--- src/asr_pkg.sv ---
// Package for the asynchronous SRAM host controller: pin widths, timing
// figures in nanoseconds and their cycle counts at the system clock.
// Assumes a 25 MHz system clock feeding the controller.
package asr_pkg;

    localparam int unsigned CLK_PERIOD_NS = 40;
    localparam int unsigned ADDR_W        = 20;
    localparam int unsigned DATA_W        = 16;
    localparam int unsigned LANE_W        = 8;

    // Slower grade figures; the faster grade is covered by them.
    localparam int unsigned ACCESS_NS               = 55;
    localparam int unsigned WRITE_INTERVAL_MIN_NS   = 40;
    localparam int unsigned SELECT_TO_WR_END_MIN_NS = 50;
    localparam int unsigned ADDR_BEFORE_WR_MIN_NS   = 0;
    localparam int unsigned WRITE_RECOVERY_MIN_NS   = 0;
    localparam int unsigned DESELECT_BEFORE_RET_NS  = 0;

    function automatic int unsigned ns_to_cyc(input int unsigned ns);
        int unsigned c;
        c = (ns + CLK_PERIOD_NS - 1) / CLK_PERIOD_NS;
        return (c < 1) ? 1 : c;
    endfunction : ns_to_cyc

    localparam int unsigned ACCESS_CYC   = ns_to_cyc(ACCESS_NS);
    localparam int unsigned WR_INT_CYC   = ns_to_cyc(WRITE_INTERVAL_MIN_NS);
    localparam int unsigned SEL_WR_CYC   = ns_to_cyc(SELECT_TO_WR_END_MIN_NS);
    localparam int unsigned ADDR_SET_CYC = ns_to_cyc(ADDR_BEFORE_WR_MIN_NS);
    localparam int unsigned WR_REC_CYC   = ns_to_cyc(WRITE_RECOVERY_MIN_NS);
    localparam int unsigned RET_CYC      = ns_to_cyc(DESELECT_BEFORE_RET_NS);
    // Strobe low time covers both the write interval and select window.
    localparam int unsigned STROBE_CYC   =
        (WR_INT_CYC > SEL_WR_CYC) ? WR_INT_CYC : SEL_WR_CYC;

    localparam logic [2:0] CNT_ZERO = 3'h0;

    typedef enum logic [5:0] {
        ASR_IDLE   = 6'h01,
        ASR_SETUP  = 6'h02,
        ASR_STROBE = 6'h04,
        ASR_RECOV  = 6'h08,
        ASR_READ   = 6'h10,
        ASR_RETAIN = 6'h20
    } asr_state_t;

endpackage : asr_pkg

--- src/asr_tmr_if.sv ---
// Interface between the controller sequencer and its cycle timer.
// Assumes both sides share the controller clock.
`timescale 1ns/1ps
interface asr_tmr_if;
    logic       load;
    logic [2:0] count;
    logic       done;
    modport seq (output load, output count, input done);
    modport tmr (input load, input count, output done);
endinterface : asr_tmr_if
--- src/asr_ctrl.sv ---
// Host controller for an asynchronous 1M x 16 static memory.
// Assumes requests come from logic on mclk_i; the data bus pins come
// from outside and are synchronised before use.
`timescale 1ns/1ps
module asr_ctrl
(
    input  wire logic                          mclk_i,
    input  wire logic                          rst_b_i,
    input  wire logic                          ce_i,
    input  wire logic                          req_i,
    input  wire logic                          req_write_i,
    input  wire logic [asr_pkg::ADDR_W-1:0]    req_addr_i,
    input  wire logic [asr_pkg::DATA_W-1:0]    req_wdata_i,
    input  wire logic [1:0]                    req_lanes_i,
    input  wire logic                          retain_i,
    output logic                               busy_o,
    output logic                               rdata_valid_o,
    output logic [asr_pkg::DATA_W-1:0]         rdata_o,
    output logic                               retain_ready_o,
    output logic [asr_pkg::ADDR_W-1:0]         word_address_bus_o,
    input  wire logic [asr_pkg::DATA_W-1:0]    shared_data_bus_i,
    output logic [asr_pkg::DATA_W-1:0]         shared_data_bus_o,
    output logic                               shared_data_bus_oe_o,
    output logic                               select_low_active_o,
    output logic                               select_high_active_o,
    output logic                               write_strobe_low_o,
    output logic                               output_enable_low_o,
    output logic                               lower_lane_select_low_o,
    output logic                               upper_lane_select_low_o
);
    import asr_pkg::*;

    asr_tmr_if  tif ();
    asr_state_t state_q;
    asr_state_t state_d;
    logic [DATA_W-1:0] din_meta_q;
    logic [DATA_W-1:0] din_sync_q;
    logic              is_wr_q;
    logic              tmr_load;
    logic [2:0]        tmr_count;

    asr_timer u_timer
    (
        .mclk_i  (mclk_i),
        .rst_b_i (rst_b_i),
        .ce_i    (ce_i),
        .tmr     (tif.tmr)
    );

    assign tif.load  = tmr_load;
    assign tif.count = tmr_count;

    always_ff @(posedge mclk_i or negedge rst_b_i)
    begin
        if (!rst_b_i)
        begin
            din_meta_q <= '0;
            din_sync_q <= '0;
        end
        else if (ce_i)
        begin
            din_meta_q <= shared_data_bus_i;
            din_sync_q <= din_meta_q;
        end
    end

    always_comb
    begin
        state_d   = state_q;
        tmr_load  = 1'b0;
        tmr_count = CNT_ZERO;
        case (state_q)
            ASR_IDLE:
            begin
                if (retain_i)
                    state_d = ASR_RETAIN;
                else if (req_i)
                begin
                    // Address goes out one phase before the strobe.
                    state_d   = req_write_i ? ASR_SETUP : ASR_READ;
                    tmr_load  = 1'b1;
                    tmr_count = req_write_i ? 3'(ADDR_SET_CYC - 1)
                                            : 3'(ACCESS_CYC + 1);
                end
            end
            ASR_SETUP:
            begin
                if (tif.done)
                begin
                    // Strobe low for the full write interval.
                    state_d   = ASR_STROBE;
                    tmr_load  = 1'b1;
                    tmr_count = 3'(STROBE_CYC - 1);
                end
            end
            ASR_STROBE:
            begin
                if (tif.done)
                begin
                    // Recovery phase pads the cycle out.
                    state_d   = ASR_RECOV;
                    tmr_load  = 1'b1;
                    tmr_count = 3'(WR_REC_CYC - 1);
                end
            end
            ASR_READ, ASR_RECOV:
            begin
                if (tif.done)
                    state_d = ASR_IDLE;
            end
            ASR_RETAIN:
            begin
                if (!retain_i)
                    state_d = ASR_IDLE;
            end
            default:
                state_d = ASR_IDLE;
        endcase
    end

    always_ff @(posedge mclk_i or negedge rst_b_i)
    begin
        if (!rst_b_i)
            state_q <= ASR_IDLE;
        else if (ce_i)
            state_q <= state_d;
    end

    // Requests are latched at acceptance; the pins then stay steady.
    always_ff @(posedge mclk_i or negedge rst_b_i)
    begin
        if (!rst_b_i)
        begin
            word_address_bus_o      <= '0;
            shared_data_bus_o       <= '0;
            is_wr_q                 <= 1'b0;
            lower_lane_select_low_o <= 1'b1;
            upper_lane_select_low_o <= 1'b1;
        end
        else if (ce_i && state_q == ASR_IDLE && req_i && !retain_i)
        begin
            // Address held until back in idle.
            word_address_bus_o      <= req_addr_i;
            shared_data_bus_o       <= req_wdata_i;
            is_wr_q                 <= req_write_i;
            // Bit 0 is the lower lane, bit 1 the upper.
            lower_lane_select_low_o <= !req_lanes_i[0];
            upper_lane_select_low_o <= !req_lanes_i[1];
        end
    end

    // Select pins follow the next state so they change with the FSM.
    always_ff @(posedge mclk_i or negedge rst_b_i)
    begin
        if (!rst_b_i)
        begin
            select_low_active_o  <= 1'b1;
            select_high_active_o <= 1'b0;
            write_strobe_low_o   <= 1'b1;
            output_enable_low_o  <= 1'b1;
            shared_data_bus_oe_o <= 1'b0;
            busy_o               <= 1'b0;
            retain_ready_o       <= 1'b0;
        end
        else if (ce_i)
        begin
            // Both selects active through any access.
            select_low_active_o  <= !(state_d inside {ASR_SETUP,
                                      ASR_STROBE, ASR_RECOV, ASR_READ});
            // Low high select alone holds retention.
            // High select driven solidly low in retention.
            select_high_active_o <= state_d inside {ASR_SETUP,
                                      ASR_STROBE, ASR_RECOV, ASR_READ};
            // Strobe is the last control to assert.
            // Strobe is the first control to deassert.
            write_strobe_low_o   <= !(state_d == ASR_STROBE);
            output_enable_low_o  <= !(state_d == ASR_READ);
            shared_data_bus_oe_o <= state_d inside {ASR_SETUP,
                                      ASR_STROBE, ASR_RECOV};
            busy_o               <= state_d != ASR_IDLE;
            retain_ready_o       <= state_d == ASR_RETAIN;
        end
    end

    // Read data sampled at the end of the read phase.
    always_ff @(posedge mclk_i or negedge rst_b_i)
    begin
        if (!rst_b_i)
        begin
            rdata_o       <= '0;
            rdata_valid_o <= 1'b0;
        end
        else if (ce_i)
        begin
            rdata_valid_o <= state_q == ASR_READ && tif.done;
            if (state_q == ASR_READ && tif.done)
                rdata_o <= din_sync_q;
        end
    end
endmodule : asr_ctrl

--- src/asr_timer.sv ---
// Down counter that times each phase of a memory access.
// Assumes load is a one-cycle pulse from the sequencer.
`timescale 1ns/1ps
module asr_timer
(
    input  wire logic mclk_i,
    input  wire logic rst_b_i,
    input  wire logic ce_i,
    asr_tmr_if.tmr    tmr
);
    import asr_pkg::*;

    logic [2:0] cnt_q;

    always_ff @(posedge mclk_i or negedge rst_b_i)
    begin
        if (!rst_b_i)
            cnt_q <= CNT_ZERO;
        else if (ce_i)
        begin
            if (tmr.load)
                cnt_q <= tmr.count;
            else if (cnt_q != CNT_ZERO)
                cnt_q <= cnt_q - 3'h1;
        end
    end

    // Done looks at the count only. Gating it by load would close a
    // combinational loop through the sequencer, which loads on done.
    assign tmr.done = (cnt_q == CNT_ZERO);

endmodule : asr_timer

--- config.mk ---
export PLATFORM = sky130hd
export DESIGN_NAME = asr_ctrl
export DESIGN_NICKNAME = d
export VERILOG_FILES = /design/src/asr_pkg.sv /design/src/asr_tmr_if.sv /design/src/asr_ctrl.sv /design/src/asr_timer.sv
export SDC_FILE = /design/constraint.sdc
export NUM_CORES = 1
export LEC_CHECK = 0
export ABC_AREA = 1
export BUFFER_PORTS_ARGS = -buffer_cell sky130_fd_sc_hd__buf_2
export CORE_UTILIZATION = 56
export CTS_BUF_LIST = sky130_fd_sc_hd__clkbuf_16
export DETAILED_ROUTE_END_ITERATION = 8
export PLACE_DENSITY = 0.82
export SYNTH_ARGS = -nofsm -noshare
export SYNTH_HDL_FRONTEND = slang
export SYNTH_HIERARCHICAL = 1
export SYNTH_SLANG_ARGS = --single-unit
--- constraint.sdc ---
create_clock -name mclk_i -period 4.22 [get_ports mclk_i]
set_input_delay 0.211 -clock mclk_i [delete_from_list [all_inputs] [get_ports mclk_i]]
set_output_delay 0.211 -clock mclk_i [all_outputs]
set_load 0.005 [all_outputs]
==> flow_metrics.tcl, run 1 <==
set metrics [dict create \
    routed.top_layer "met4" \
    gr-usage-all-layers_pct 24.9 \
    worstHoldPathType "input pin to flop" \
    post-route-period-util_pct 56.8 \
    worst_ir_drop_vdd_v 0.000322 \
    simple_gate_fraction_of_synth_area_pct 23.1 \
    fraction_of_the_mapped_netlist_area_in_adder_cells_pct 0.574 \
    timing.hold.ws_ns 0.0706 \
    yosysWarningCount 6 \
    first_global_vias 3559 \
    clock_power_share_pct 29.0 \
    mux_contribution_to_synthesized_area_pct 0 \
    slowest_stage "sky130_fd_sc_hd__nand4_2" \
    final_max_slew_viol_count 0 \
    synth.lib_cells_used.distinct 27 \
    final_cells 711 \
    setup-tns-final_ns 0 \
    tritoncts "done" \
    endpoint_class_of_the_critical_path "flop" \
    nets 669 \
    wirelength_met1_um 4010 \
    wl_met2_um 4620 \
    floorplan.initialDensity_pct 59.1 \
    clock_tree.root_cell "sky130_fd_sc_hd__clkbuf_16" \
    grt_max_degree 63 \
    power.static_leakage_nw 2.94 \
    detail_route.first_pass.iterations 4 \
    syn_to_layout_area_delta_pct 22.0 \
    timing_hold_violations_final 0 \
    worst_r2r_startpoint "u_timer/cnt_q[0]$_DFFE_PN0P_" \
    detailedPlacementHpwl_um 6480 \
    relative_slew_slack_pct 46.2 \
    timing.critical_path.slowest_cell_delay_ns 0.70 \
    postCtsResizedCells 0 \
    critPathArrivalTime_ns 2.62 \
    critical-path-top-cell-by-count "sky130_fd_sc_hd__inv_1" \
    die_width_um 90.2 \
    core_area_um2 7370 \
    numPortBuffers 121 \
    diodes_inserted 0 \
    io_pins 122 \
    min_delay_startpoint "req_wdata_i[8]" \
    maxcap_viol_count 0 \
    status "finished, final reports clean" \
    max_slew.worst_pin.slew_ns 0.806 \
    initial_antenna_violation_count 0 \
    timing.final.crit_period_ns 2.39 \
    timing.critical_path.required_ns 4.45 \
    number_of_nets_with_antenna_violations_after_routing 0 \
    htreeDepth 3 \
    pwr_dens_nw_per_um2 598 \
    clock.fmax_ghz 0.418 \
    combinational_group_share_of_total_power_pct 26.5 \
    design.die.area_um2 8140 \
    cts_sinks 103 \
    drc 0 \
    syn-num-nets 558 \
    synth_seq_cells 103 \
    sequential_cell_area_fraction_in_the_yosys_report_pct 59.3 \
    drive_above_1_share_pct 26.6 \
    startpoint "u_timer/cnt_q[0]$_DFFE_PN0P_" \
    netSwitchingPower_w 0.000994 \
    post_detailed_route_via_to_cell_ratio 5.16 \
    syn-mean-instance-area_um2 8.78 \
    routed_wire_length_per_instance_um 13.3 \
    switching_share_pct 31.3 \
    clock_latency_ns 0.34 \
    synth-xor-area-share_pct 0 \
    rsz0062_at_grt "false" \
    syn-cell-area_um2 4360 \
    seq_power_share_pct 44.5 \
    max-clock-path-buffers 2 \
    placedCellCount 694 \
    main_combinational_cell_family_by_area_after_synthesis "simple AND/OR/NAND/NOR gates" \
    worstPathCellList "inv_1 -> ha_1 -> inv_1 -> nor2_1 -> nand4_2 -> o21ai_0" \
    setup-violations-final 0 \
    floorplan.rows 31 \
    syn_inst 496 \
    finish.utilization_pct 72.1 \
    overflow 0 \
    initialDrtViolationCount 207 \
    start_kind "flop" \
    clkSlewWorstSetupHoldPaths_ns 0.07 \
    routed_wirelength_um 9450 \
    worstSetupPathType "flop to flop" \
    route.vias.total 3667 \
    gp_routability_congestion 0.893 \
    chipHeight_um 90.2 \
    cts-buffers-inserted 9 \
    fillerInstances 543 \
    wl_met3_um 589 \
    first_pass_grt_wire_length_um 16300 \
    critical_path_maximum_fanout 33 \
    share_of_the_synthesized_area_in_compound_gates_ao_oa_aoi_oai_pct 10.5 \
    cellInternalPower_w 0.00219 \
    worst_clock_skew_ns 0.00974 \
]
[layout make-up]
| class | instances | area (um2) | area share [%] |
|---|---|---|---|
| tap | 99 | 124 | 2.33 |
| sequential | 103 | 2580 | 48.6 |
| clock inverter | 7 | 111 | 2.09 |
| inverter | 36 | 135 | 2.54 |
| timing repair buffer | 125 | 641 | 12.0 |
| clock buffer | 9 | 225 | 4.24 |
| multi-input combinational | 332 | 1500 | 28.1 |
[worst paths after layout]
| check | to | slack [ns] | cells past startpoint |
|---|---|---|---|
| min in group asynchronous | din_meta_q[4]$_DFFE_PN0P_ | 0.48 | 2 |
| max in group asynchronous | din_sync_q[13]$_DFFE_PN0P_ | 2.69 | 3 |
| hold / removal | shared_data_bus_o[8]$_DFFE_PN0P_ | 0.07 | 3 |
| hold reg to reg | select_low_active_o$_DFFE_PN1P_ | 0.46 | 2 |
| setup reg to reg | rdata_o[14]$_DFFE_PN0P_ | 1.83 | 6 |
| setup / recovery | rdata_o[14]$_DFFE_PN0P_ | 1.83 | 6 |
[cell usage in the layout (no fill, tap or decap), drive strengths merged]
cell type / Yosys / routed
clkbuf: 8 / 9
nand2: 200 / 200
a21oi: 4 / 4
ha: 2 / 2
clkinv: 0 / 1
o22ai: 1 / 1
dfstp: 6 / 6
inv: 36 / 39
o21a: 3 / 3
dfrtp: 97 / 97
bufinv: 0 / 3
nand3: 14 / 14
o21ai: 79 / 79
nand4: 5 / 5
dlygate4sd3: 0 / 1
buf: 17 / 124
conb: 1 / 1
nor2: 23 / 23
[synth_stat cells, drive strengths merged]
| master | number | area, um2 |
|---|---|---|
| nand4 | 5 | 37.5 |
| ha | 2 | 25.0 |
| nand3 | 14 | 75.1 |
| inv | 36 | 135 |
| buf | 17 | 111 |
| o21a | 3 | 22.5 |
| o22ai | 1 | 6.26 |
| dfstp | 6 | 158 |
| nor2 | 23 | 119 |
| nand2 | 200 | 776 |
| o21ai | 79 | 410 |
| conb | 1 | 3.75 |
| dfrtp | 97 | 2430 |
| clkbuf | 8 | 30.0 |
| a21oi | 4 | 20.0 |
[stage by stage]
stage / worst slack [ns] / power, W / cell area, um2
finish: 1.83 / 0.00318 / 5320
global route: 1.53 / 0.00337 / 5320
CTS: 1.82 / 0.00319 / 5320
detailed placement: 1.87 / 0.00226 / 4970
global placement: 2.07 / 0.00221 / 4970
floorplan: 2.36 / 0.00190 / 4360
[per-layer routing]
layer	track usage [%]	vias up
met1	33.1	1735
met2	40.2	130
met5	0	-
met4	10.5	0
li1	-	1781
met3	4.99	21
[power groups by stage]
stage / registers, W / clock network [W] / logic [W]
2_1_floorplan: 0.00142 / 0 / 0.000477
3_3_place_gp: 0.00141 / 0 / 0.000797
3_5_place_dp: 0.00142 / 0 / 0.000842
4_1_cts: 0.00141 / 0.000937 / 0.000845
5_1_grt: 0.00145 / 0.000976 / 0.000953
6_report: 0.00141 / 0.000923 / 0.000843
[logic make-up (layout without fill, tap and decap cells)]
logic type	Yosys count	in the layout
other	1	1
flip-flops	103	103
buffers and inverters	61	177
AND/OR/NAND/NOR	242	242
AO/OA/AOI/OAI	87	87
adder cells (fa/ha/maj)	2	2
[flip-flops by register name, summed over array words and instances, names as in the netlist, 3 cells and up]
name                flops
state_q                 6
rdata_o                16
shared_data_bus_o      16
word_address_bus_o     20
din_meta_q             16
din_sync_q             16
u_timer/cnt_q           3
[critical path: cells and delay by family (launching register included)]
| family | cells | cell delay, ns |
|---|---|---|
| buf+inv | 2 | 0.15 |
| fa+ha+maj | 1 | 0.19 |
| simple gates | 2 | 1.12 |
| compound gates | 1 | 0.44 |
| flops | 1 | 0.39 |
[what timing repair did]
action,CTS,global route
buffers inserted,0,0
hold buffers,1,0
hold endpoints to repair,54,0
endpoints found under the setup margin,0,0
Power figures use the tool's default switching activity.
==> inputs of run 2 (changes only) <==
--- a/config.mk
+++ b/config.mk
@@ -7,10 +7,10 @@
 export LEC_CHECK = 0
 export ABC_AREA = 1
 export BUFFER_PORTS_ARGS = -buffer_cell sky130_fd_sc_hd__buf_2
-export CORE_UTILIZATION = 56
+export CORE_UTILIZATION = 47
 export CTS_BUF_LIST = sky130_fd_sc_hd__clkbuf_16
 export DETAILED_ROUTE_END_ITERATION = 8
-export PLACE_DENSITY = 0.82
+export PLACE_DENSITY = 0.73
 export SYNTH_ARGS = -nofsm -noshare
 export SYNTH_HDL_FRONTEND = slang
 export SYNTH_HIERARCHICAL = 1
==> constraint.sdc (replaced) <==
create_clock -name mclk_i -period 2.2 [get_ports mclk_i]
set_input_delay 0.11 -clock mclk_i [delete_from_list [all_inputs] [get_ports mclk_i]]
set_output_delay 0.11 -clock mclk_i [all_outputs]
set_load 0.005 [all_outputs]
==> run 2 against run 1 <==
  * The run now ends with DRC left
  * Clock skew fell by 0.0053 ns
  * Worst hold slack got worse by 0.057 ns
  * Total power rose by 87%
  * Largest cell class unchanged
  * Critical path type unchanged
  * Setup slack got worse by 1.5 ns
  * First-iteration DRC count fell by 25%
==> flow_metrics.tcl, run 2 (synthesis gave the netlist of run 1 again) <==
set metrics [dict create \
    initial_antenna_violation_count 0 \
    top_register "word_address_bus_o" \
    final_cells 779 \
    number_of_nets_with_antenna_violations_after_routing 0 \
    largest_register_ff_count 20 \
    timing_hold_violations_final 0 \
    rsz0062_at_grt "false" \
    worstSetupPathType "flop to flop" \
    grt_max_degree 64 \
    route.vias.total 3828 \
    drc 1 \
    fillerInstances 737 \
    violations "DRC" \
    status "finished with violations" \
    critical_path_maximum_fanout 6 \
    timing.critical_path.required_ns 2.42 \
    power.static_leakage_nw 3.16 \
    first_pass_grt_wire_length_um 18000 \
    worstHoldPathType "input pin to flop" \
    drive_above_1_share_pct 25.5 \
    final.setup.worst_slack_ns 0.316 \
    placedCellCount 709 \
    io_pins 122 \
    syn_to_layout_area_delta_pct 34.4 \
    timing.final.crit_period_ns 1.88 \
    htreeDepth 3 \
    layout.cells.most_common_list "196 x sky130_fd_sc_hd__nand2_1, 120 x sky130_fd_sc_hd__buf_2, 97 x sky130_fd_sc_hd__dfrtp_1" \
    post-route-cell-area_um2 5860 \
    setup-violations-final 0 \
    design.die.area_um2 9660 \
    cts_sinks 103 \
    detailedPlacementHpwl_um 6410 \
    relative_slew_slack_pct 60.6 \
    first_global_vias 3870 \
    initialDrtViolationCount 156 \
    cts-buffers-inserted 9 \
    final_max_slew_viol_count 0 \
    clock.fmax_ghz 0.531 \
    core_area_um2 8850 \
    post_detailed_route_via_to_cell_ratio 4.91 \
    pwr_dens_nw_per_um2 1010 \
    worst_ir_drop_vdd_v 0.000665 \
    diodes_inserted 0 \
    endpoint_class_of_the_critical_path "flop" \
    floorplan.initialDensity_pct 49.2 \
    maxcap_viol_count 0 \
    critPathArrivalTime_ns 2.11 \
    worst_clock_skew_ns 0.00449 \
    setup-tns-final_ns 0 \
    post-cts-setup-buffers 0 \
    tritoncts "done" \
    pre_cts_ws_ns 0.332 \
    max-clock-path-buffers 2 \
    overflow 0 \
    placed_area_um2 5040 \
    post-route-period-util_pct 85.6 \
    gp_routability_congestion 0.878 \
    routed_wirelength_um 10500 \
    detail_route.first_pass.iterations 9 \
    clkSlewWorstSetupHoldPaths_ns 0.07 \
    mostFrequentLayoutCell "sky130_fd_sc_hd__nand2_1" \
    clock_tree.root_cell "sky130_fd_sc_hd__clkbuf_16" \
    clock_latency_ns 0.33 \
    numPortBuffers 121 \
    chipHeight_um 98.3 \
    nets 728 \
    die_width_um 98.3 \
    max_slew.worst_pin.slew_ns 0.591 \
    routed_wire_length_per_instance_um 13.5 \
    floorplan.rows 34 \
    postCtsResizedCells 0 \
    start_kind "flop" \
    gr-usage-all-layers_pct 23.3 \
]
-- run 2: cell count changes in the layout (fill, tap and decap cells not counted), sizes merged --
cell / delta
bufinv: -3
clkinv: +1
dlygate4sd3: +53
clkinvlp: +1
inv: +1
buf: +6
-- run 2: layout make-up --
class                           count  area [um2]  area share, %
Timing Repair Buffer              184        1230           21.0
Clock inverter                      7        52.6          0.897
Multi-Input combinational cell    332        1500           25.5
Tap cell                          108         135           2.31
Clock buffer                        9         225           3.85
Inverter                           36         135           2.31
Sequential cell                   103        2580           44.1
-- run 2: layer usage --
layer  GRT usage [%]  routed length [um]  share of wire [%]  vias up
li1                -                   -                  -     1894
met1            29.7                4640                 44     1808
met2            39.0                5170                 49      116
met3            5.87                 559                5.3       10
met4            7.92                 121                1.2        0
met5               0                   0                  0        -
-- run 2: path summary, 6_finish.rpt --
kind                                            startpoint                                   to  slack [ns]  cells past startpoint
setup reg to reg              u_timer/cnt_q[0]$_DFFE_PN0P_         u_timer/cnt_q[0]$_DFFE_PN0P_        0.32                     11
min in group asynchronous                          rst_b_i               rdata_o[1]$_DFFE_PN0P_        0.27                      2
setup / recovery              u_timer/cnt_q[0]$_DFFE_PN0P_         u_timer/cnt_q[0]$_DFFE_PN0P_        0.32                     11
hold / removal                              req_addr_i[10]   word_address_bus_o[10]$_DFFE_PN0P_        0.01                      3
max in group asynchronous                          rst_b_i  upper_lane_select_low_o$_DFFE_PN1P_        1.17                      3
hold reg to reg            select_low_active_o$_DFFE_PN1P_      select_low_active_o$_DFFE_PN1P_        0.47                      2
-- run 2: critical path: stages (launching register included) --
cell and delay (ns):
sky130_fd_sc_hd__dfrtp_1 0.39, sky130_fd_sc_hd__inv_1 0.10, sky130_fd_sc_hd__ha_1 0.20, sky130_fd_sc_hd__inv_1 0.05, sky130_fd_sc_hd__nor2_1 0.12, sky130_fd_sc_hd__inv_1 0.07, sky130_fd_sc_hd__o21ai_0 0.38, sky130_fd_sc_hd__inv_2 0.11
sky130_fd_sc_hd__nand3_2 0.11, sky130_fd_sc_hd__nand2_4 0.08, sky130_fd_sc_hd__nand2_1 0.11, sky130_fd_sc_hd__o21ai_2 0.05
-- run 2: power by group --
part / leakage [nW] / total [W] / internal (W) / switching [W]
clock network: 0.137 / 0.00149 / 0.000780 / 0.000709
logic: 1.71 / 0.00174 / 0.000754 / 0.000990
registers: 1.31 / 0.00270 / 0.00242 / 0.000287
total: 3.16 / 0.00594 / 0.00395 / 0.00199
-- run 2: timing repair --
item | in CTS | in global routing
hold buffers | 54 | 0
endpoints found under the hold margin | 80 | 0
endpoints found under the setup margin | 0 | 0
-- run 2: metrics by stage --
step	hold slack [ns]	total power [W]	util (%)
2_1_floorplan	-0.186	0.00365	-
3_3_place_gp	0.0755	0.00427	56.9
3_5_place_dp	0.0800	0.00436	56.9
4_1_cts	0.00135	0.00594	66.2
5_1_grt	0.00106	0.00636	66.2
6_report	0.0135	0.00594	66.2
